<file path="config.mk">
export PLATFORM = sky130hd
export DESIGN_NAME = inclusive_or_ops
export DESIGN_NICKNAME = d
export VERILOG_FILES = /design/src/pkg/or_ops_pkg.sv /design/src/logic/inclusive_or_ops.sv /design/src/logic/or_decode.sv
export SDC_FILE = /design/constraint.sdc
export NUM_CORES = 1
export LEC_CHECK = 0
export CAP_MARGIN = 25
export CORE_ASPECT_RATIO = 0.9
export CORE_MARGIN = 1.5
export CORE_UTILIZATION = 45
export DETAILED_ROUTE_END_ITERATION = 8
export DONT_BUFFER_PORTS = 1
export PLACE_DENSITY = 0.58
export SLEW_MARGIN = 25
export SYNTH_ARGS = -nofsm -noshare
export SYNTH_HDL_FRONTEND = slang
export SYNTH_SLANG_ARGS = --single-unit
</file>
<file path="constraint.sdc">
create_clock -name clock -period 4.3 [get_ports clock]
set_input_delay 0.86 -clock clock [delete_from_list [all_inputs] [get_ports clock]]
set_output_delay 0.86 -clock clock [all_outputs]
set_load 0.03 [all_outputs]
</file>
<file path="src/pkg/or_ops_pkg.sv">
package or_ops_pkg;
  localparam int unsigned INSTR_W = 14;
  localparam int unsigned DATA_W = 8;
  localparam int unsigned ADDR_W = 7;
  localparam int unsigned OPC_HI = 13;
  localparam int unsigned OPC_LO = 8;
  localparam int unsigned DEST_BIT = 7;
  localparam logic [5:0] OPC_OR_IMM = 6'h38;
  localparam logic [5:0] OPC_OR_FILE = 6'h04;
  localparam logic [7:0] ACC_RESET = 8'h00;
  localparam logic [1:0] PHASE_RESET = 2'h0;
  typedef enum logic [1:0] {
    PH_DECODE,
    PH_READ,
    PH_PROCESS,
    PH_WRITE
  } phase_e;
endpackage

</file>
<file path="src/logic/inclusive_or_ops.sv">
`timescale 1ns/100ps
// Behaviour
// - Opcode 111000 ORs literal into accumulator
// - Immediate result always to accumulator only
// - Opcode 000100, destination bit, 7-bit address
// - Destination zero writes accumulator only
// - Destination one writes file register only
module inclusive_or_ops (
  // Clock and reset
  input wire logic clock,
  input wire logic rst_n,
  // From decoder, held for the whole cycle
  input wire logic instr_valid,
  input wire logic [13:0] instr,
  // File register read data
  input wire logic [7:0] file_rdata,
  // Phase and file register access
  output logic [1:0] phase,
  output logic file_rd,
  output logic [6:0] file_addr,
  output logic file_we,
  output logic [7:0] file_wdata,
  // Accumulator and zero flag
  output logic [7:0] acc,
  output logic zero_we,
  output logic zero_flag,
  output logic done
);
  // Phase counter
  or_ops_pkg::phase_e ph;
  or_ops_pkg::phase_e next_ph;
  logic [1:0] next_phase;

  // Operand and accumulator
  logic [7:0] operand;
  logic [7:0] next_operand;
  logic [7:0] next_acc;
  logic [7:0] or_value;

  // Instruction kind, caught at decode
  logic active;
  logic next_active;
  logic kind_imm;
  logic next_kind_imm;
  logic kind_file;
  logic next_kind_file;
  logic to_file;
  logic next_to_file;

  // File register access
  logic next_file_rd;
  logic [6:0] next_file_addr;
  logic next_file_we;
  logic [7:0] next_file_wdata;

  // Status and completion
  logic next_zero_we;
  logic next_zero_flag;
  logic next_done;

  // Decoder outputs
  logic is_imm;
  logic is_file;
  logic dest_file;
  logic [7:0] literal;
  logic [6:0] dec_addr;

  // Shared by both instructions and both destinations
  function automatic logic [7:0] or_result(
    input logic [7:0] a,
    input logic [7:0] b
  );
    return a | b;
  endfunction

  // Zero test behind the status flag
  function automatic logic is_zero(input logic [7:0] v);
    return v == 8'h00;
  endfunction

  or_decode u_dec (
    .instr(instr),
    .is_imm(is_imm),
    .is_file(is_file),
    .dest_file(dest_file),
    .literal(literal),
    .file_addr(dec_addr)
  );

  always_comb begin
    next_ph = ph;
    next_operand = operand;
    next_acc = acc;
    next_active = active;
    next_kind_imm = kind_imm;
    next_kind_file = kind_file;
    next_to_file = to_file;
    next_file_rd = 1'b0;
    next_file_addr = file_addr;
    next_file_we = 1'b0;
    next_file_wdata = file_wdata;
    next_zero_we = 1'b0;
    next_zero_flag = zero_flag;
    next_done = 1'b0;
    or_value = or_result(acc, operand);
    unique case (ph)
      or_ops_pkg::PH_DECODE: begin
        next_ph = or_ops_pkg::PH_READ;
        // Kind is caught once, so a decoder that moves on
        // early cannot turn one instruction into another
        next_active = instr_valid && (is_imm || is_file);
        next_kind_imm = instr_valid && is_imm;
        next_kind_file = instr_valid && is_file;
        next_to_file = instr_valid && is_file && dest_file;
        next_file_addr = dec_addr;
        // Read strobe lands in Q2 so data is present there
        next_file_rd = instr_valid && is_file;
      end
      or_ops_pkg::PH_READ: begin
        next_ph = or_ops_pkg::PH_PROCESS;
        // Literal is taken live, so instr must hold through Q2
        if (kind_imm) begin
          next_operand = literal;
        end else if (kind_file) begin
          next_operand = file_rdata;
        end
      end
      or_ops_pkg::PH_PROCESS: begin
        next_ph = or_ops_pkg::PH_WRITE;
        if (active) begin
          next_zero_we = 1'b1;
          next_zero_flag = is_zero(or_value);
          next_done = 1'b1;
          if (to_file) begin
            next_file_we = 1'b1;
            next_file_wdata = or_value;
          end else begin
            // Literal form can only land here
            next_acc = or_value;
          end
        end
      end
      or_ops_pkg::PH_WRITE: begin
        next_ph = or_ops_pkg::PH_DECODE;
        // No kind or destination flag survives into the next instruction
        next_active = 1'b0;
        next_kind_imm = 1'b0;
        next_kind_file = 1'b0;
        next_to_file = 1'b0;
      end
    endcase
    next_phase = 2'(next_ph);
  end

  always_ff @(posedge clock) begin
    if (!rst_n) begin
      // Phase and instruction kind
      ph <= or_ops_pkg::PH_DECODE;
      phase <= or_ops_pkg::PHASE_RESET;
      active <= 1'b0;
      kind_imm <= 1'b0;
      kind_file <= 1'b0;
      to_file <= 1'b0;
      // Datapath
      operand <= or_ops_pkg::ACC_RESET;
      acc <= or_ops_pkg::ACC_RESET;
      file_rd <= 1'b0;
      file_addr <= 7'h00;
      file_we <= 1'b0;
      file_wdata <= or_ops_pkg::ACC_RESET;
      // Status
      zero_we <= 1'b0;
      zero_flag <= 1'b0;
      done <= 1'b0;
    end else begin
      ph <= next_ph;
      phase <= next_phase;
      kind_imm <= next_kind_imm;
      kind_file <= next_kind_file;
      to_file <= next_to_file;
      operand <= next_operand;
      acc <= next_acc;
      file_rd <= next_file_rd;
      file_addr <= next_file_addr;
      file_we <= next_file_we;
      file_wdata <= next_file_wdata;
      zero_we <= next_zero_we;
      zero_flag <= next_zero_flag;
      done <= next_done;
      active <= next_active;
    end
  end
endmodule

</file>
<file path="src/logic/or_decode.sv">
`timescale 1ns/100ps
module or_decode (
  // Instruction word
  input wire logic [13:0] instr,
  // Decoded fields
  output logic is_imm,
  output logic is_file,
  output logic dest_file,
  output logic [7:0] literal,
  output logic [6:0] file_addr
);
  always_comb begin
    is_imm = instr[or_ops_pkg::OPC_HI:or_ops_pkg::OPC_LO]
      == or_ops_pkg::OPC_OR_IMM;
    is_file = instr[or_ops_pkg::OPC_HI:or_ops_pkg::OPC_LO]
      == or_ops_pkg::OPC_OR_FILE;
    dest_file = instr[or_ops_pkg::DEST_BIT];
    literal = instr[7:0];
    file_addr = instr[6:0];
  end
endmodule

</file>
* Word-level counts from Yosys, hierarchy flattened
Cells that the tools add are included.
** Word-level totals
- Output and inout port bits :: 30
- Bits in registers :: 41
- Input bits :: 25
- Word-level logic and storage cells :: 45
** Operators by class
- Bitwise logic cells :: 2
- Reductions and logical operators :: 16
- Mux-type cells :: 9
- Eq/ne operators :: 5
** Operators by type and width (count)
- $mux W8 :: 2
- $reduce_and A3 Y1 :: 3
- $logic_not A8 Y1 :: 1
- $or A8 B8 Y8 :: 1
- $pmux W1 S2 :: 4
- $pmux W2 S4 :: 1
- $reduce_and A2 Y1 :: 4
- $eq A6 B3 Y1 const B :: 1
- $eq A6 B6 Y1 const B :: 1
- $eq A2 B2 Y1 const B :: 2
- $logic_and A1 B1 Y1 :: 4
- $reduce_bool A2 Y1 :: 2
- $eq A2 B1 Y1 const B :: 1
- $logic_not A2 Y1 :: 1
- $mux W1 :: 2
- $logic_or A1 B1 Y1 :: 1
- $not A1 Y1 :: 1

* Logic depth before layout (Yosys ltp)
- Word-level depth :: 4
- Gate-level depth with buffers :: 7
- Gate-level depth less buffers :: 5

* Modules after synthesis
From an unflattened synthesis, not the netlist that was laid out.
** Unflattened totals
- Cell total of the unflattened synthesis :: 183
- Area total of the unflattened synthesis :: 1834.3 µm²
** Modules (own cells, without submodules)
- inclusive_or_ops :: instances 1, cells each 163, area each 1680.4 µm², sequential area each 820.8 µm²
- or_decode :: instances 1, cells each 20, area each 153.9 µm², sequential area each 0.0 µm²

* Worst setup path before layout
OpenSTA, ideal clock, no wires.
- Kind :: register to register
- Start point :: register ph[0]
- End point :: register file_wdata[0]
- Clock period less this slack :: 1.653 ns
- Library setup time :: 0.116 ns
- Stages on the path, launching flop included :: 7
- Setup slack :: 2.647 ns
- Required time :: 4.184 ns
- Buffers on the path :: 2
- Data arrival time :: 1.537 ns
- Path through :: dfxtp_1 -> inv_1 -> ha_1 -> and3_1 -> buf_2 -> buf_6 -> o211a_1
** Between the ends
- Word-level cells in the longest chain between the ends :: 2
** Ends and longest elaborated chain
- start, declared :: line inclusive_or_ops.sv:30 : or_ops_pkg::phase_e ph;
- start signal, assigned :: line inclusive_or_ops.sv:158 : ph <= or_ops_pkg::PH_DECODE;
- start signal, assigned :: line inclusive_or_ops.sv:176 : ph <= next_ph;
- $eq A2 B2 Y1 :: line inclusive_or_ops.sv:106 : unique case (ph)
- $reduce_and A3 Y1 (no line)
- end signal, assigned :: line inclusive_or_ops.sv:170 : file_wdata <= or_ops_pkg::ACC_RESET;
- end signal, assigned :: line inclusive_or_ops.sv:186 : file_wdata <= next_file_wdata;
- end, declared :: line inclusive_or_ops.sv:22 : output logic [7:0] file_wdata,
Every way passes these cells.
A chain may end at the register's enable or synchronous reset.

* Worst setup path after layout
- Start point :: register done
- End point :: output port done
** RTL lines
- start, declared :: line inclusive_or_ops.sv:27 : output logic done
- start signal, assigned :: line inclusive_or_ops.sv:189 : done <= next_done;
No word-level cell between the ends.

==> summary.md <==
| Metric | Value |
|---|---|
| Initial antenna violation count | `0` |
| Port bufs | `0` |
| Clock sink count | `41` |
| Period utilization | `42.5%` |
| Vias in the first global route | `1083` |
| NumNets Final | `192` |
| Post-detail-place hpwl | `2380 um` |
| Initial core utilization | `~47%` |
| Setup crit end kind | `primary output` |
| Yosys top cell area share | `a little under half` |
| Critical path class | `reg2out` |
| Share of cells above drive strength 1 | `5.52%` |
| Post-Synth Simple-Gate Area | `19.1%` |
| Post-DP Area | `roughly 1700 um^2` |
| Max-capacitance violation count | `0` |
| Hold Crit Class | `reg2reg` |
| Worst skew pair latency | `~0.28 ns` |
| Crit start category | `flop` |
| Largest family of logic cells by synthesized area | `simple AND/OR/NAND/NOR gates` |
| Die height | `61.9 um` |
| Synth Warn # | `0` |
| Number of setup buffers added after CTS | `0` |
| Synth Area in Adders | `3.61%` |
| VDD IR-drop max | `0.212 mV` |
| Clock tree buffer depth | `2` |
| Hold_buf cts | `0` |
| Final instance area | `1790 um^2` |
| Synthesized area per cell | `roughly 10 um^2` |
| Syn Inst Count | `166` |
| Skew final | `0.00339 ns` |
| CTS tree | `yes` |
| Io pins | `55` |
| Worst Tran Pin Value | `0.574 ns` |
| Cell area power density | `435 nW/um^2` |
| GPL Wtd Cong | `0.717` |
| Inserted Diodes | `0` |
| Core Footprint | `3700 um^2` |
| Crit-path max FO | `2` |
| GR Util All Layers | `16.1%` |
| Routed via count | `between 1000 and 1500` |
| Mapped cell area | `1730 um^2` |
| Die ar. | `4230 um^2` |
| Wire length of the first global-routing pass | `4930 um` |
| Setup TNS | `0 ns` |
| Die width | `68.4 um` |
| CTS Buf Count | `5` |
| DRC | `0` |
| Post-synthesis mux area share | `8.67%` |
| Post-layout min period | `1.83 ns` |
| Synth Net Count | `196` |
| 1st-pass router iterations | `3` |
| Largest net degree at the start of global routing | `40` |
| Yosys top cell by area | `dfxtp_1` |
| Number of H-tree levels | `2` |
| Max Slew Vio Count | `0` |
| #FFs+latches synth | `41` |
| Hold violation count in the final report | `0` |
| Global route overflow | `0` |
| Lkg Pwr | `0.867 nW` |
| Post-synth cell types | `30` |
| CTS clk-pin slew, worst paths | `roughly 0.07 ns` |
| Top cells by area, synth | `dfxtp_1, o211a_1, mux2i_1, nor2b_1, nand2_1` |
| Status | `completed` |
| FILL cells | `348` |
| Clock Root Buffer | `clkbuf_8` |
| Slew headroom | `around 62%` |
| CP Data Required Time | `3.44 ns` |
| DR WL/cell | `~15 um` |
| # placed instances | `201` |
| Setup violations, final | `0` |
| Sequential fraction of the synthesis area | `47.4%` |
| Via density | `5.58` |
| Iteration-0 DRC Markers | `46` |
| Post-route ant nets | `0` |
| RSZ-0062 raised after global routing | `false` |
| XOR/XNOR share of the synthesized area | `0%` |
| # rows | `21` |
| Power, Total | `between 0.7 and 0.8 mW` |
| F_max | `0.548 GHz` |
| Area Overhead vs Synth | `3.61%` |
| Post-CTS sizing | `0` |
| CP Data Arrival Time | `a little under 1 ns` |
| Final WL | `3230 um` |
| Final non-filler cell total | `209` |
| Post-synthesis compound-gate area fraction | `16.4%` |
| Worst hold margin | `around 0.51 ns` |
[cell type report]
cell class | count | area (um^2) | share of cell area, %
multi-input cells | 112 | 828 | 46.2
flip-flops and latches | 41 | 821 | 45.7
well taps | 46 | 57.6 | 3.21
inverters | 2 | 7.51 | 0.418
clock buffers | 8 | 80.1 | 4.46
[state kept, by name (all words and copies together) (netlist names)]
| register | flops |
|---|---|
| file_we | 1 |
| file_wdata | 8 |
| file_addr | 7 |
| zero_flag | 1 |
| file_rd | 1 |
| to_file | 1 |
| active | 1 |
| done | 1 |
| operand | 8 |
| acc | 8 |
| kind_file | 1 |
| kind_imm | 1 |
| ph | 2 |
[where the power goes]
part / switching [mW] / internal, mW / leakage (nW) / total, mW
registers: 0.0518 / 0.399 / 0.332 / 0.451
clock network: 0.120 / 0.115 / 0.0395 / 0.236
logic: 0.0494 / 0.0451 / 0.495 / 0.0946
total: 0.222 / 0.559 / 0.867 / 0.781
[synthesized netlist by cell type (all sizes together)]
library cell / number
mux2i: 15
buf: 10
and2: 3
a32o: 1
o211a: 16
and3: 4
o21ai: 1
o41ai: 1
clkbuf: 1
nor2: 8
nand4bb: 1
nand2: 18
nor3: 2
and3b: 1
nand4: 1
a31oi: 1
nor4: 4
dfxtp: 41
a41o: 1
nor2b: 16
nor4b: 1
a22o: 1
a21oi: 9
ha: 5
o21a: 2
inv: 2
[cell usage in the layout, fill, tap and decap left out, types with 2 or more instances in the layout]
cell and instances:
a21oi_1 9, and2_1 3, and3_1 4, clkbuf_1 3
clkbuf_8 5, dfxtp_1 41, ha_1 5, inv_1 2
mux2i_1 15, nand2_1 18, nor2_1 8, nor2b_1 16
nor4_1 4, o211a_1 16
[kinds of logic after synthesis]
logic type / Yosys count
flip-flops: 41
buffers and inverters: 13
AO/OA/AOI/OAI: 33
AND/OR/NAND/NOR: 59
adder cells (fa/ha/maj): 5
multiplexers: 15
[through the flow]
step                      setup slack [ns]  utilization, %
after global placement                2.63            46.3
after floorplan                       2.65               -
after detailed placement              2.57            46.3
final                                 2.47            48.4
after global routing                  2.42            48.4
after CTS                             2.46            48.4
[worst paths after layout]
kind	startpoint	endpoint	slack (ns)	cells past startpoint
max	done	done	2.47	0
min	to_file	to_file	0.51	1
max reg2reg	ph[1]	file_wdata[6]	2.56	4
min reg2reg	to_file	to_file	0.51	1
[per-layer routing]
metal,vias to the layer above,share of wire [%],global-route usage [%]
met5,-,0,0
met4,0,1.1,6.86
met3,5,5.9,5.23
met2,26,49,27.1
met1,560,44,18.9
li1,576,-,-
Power figures use the tool's default switching activity.
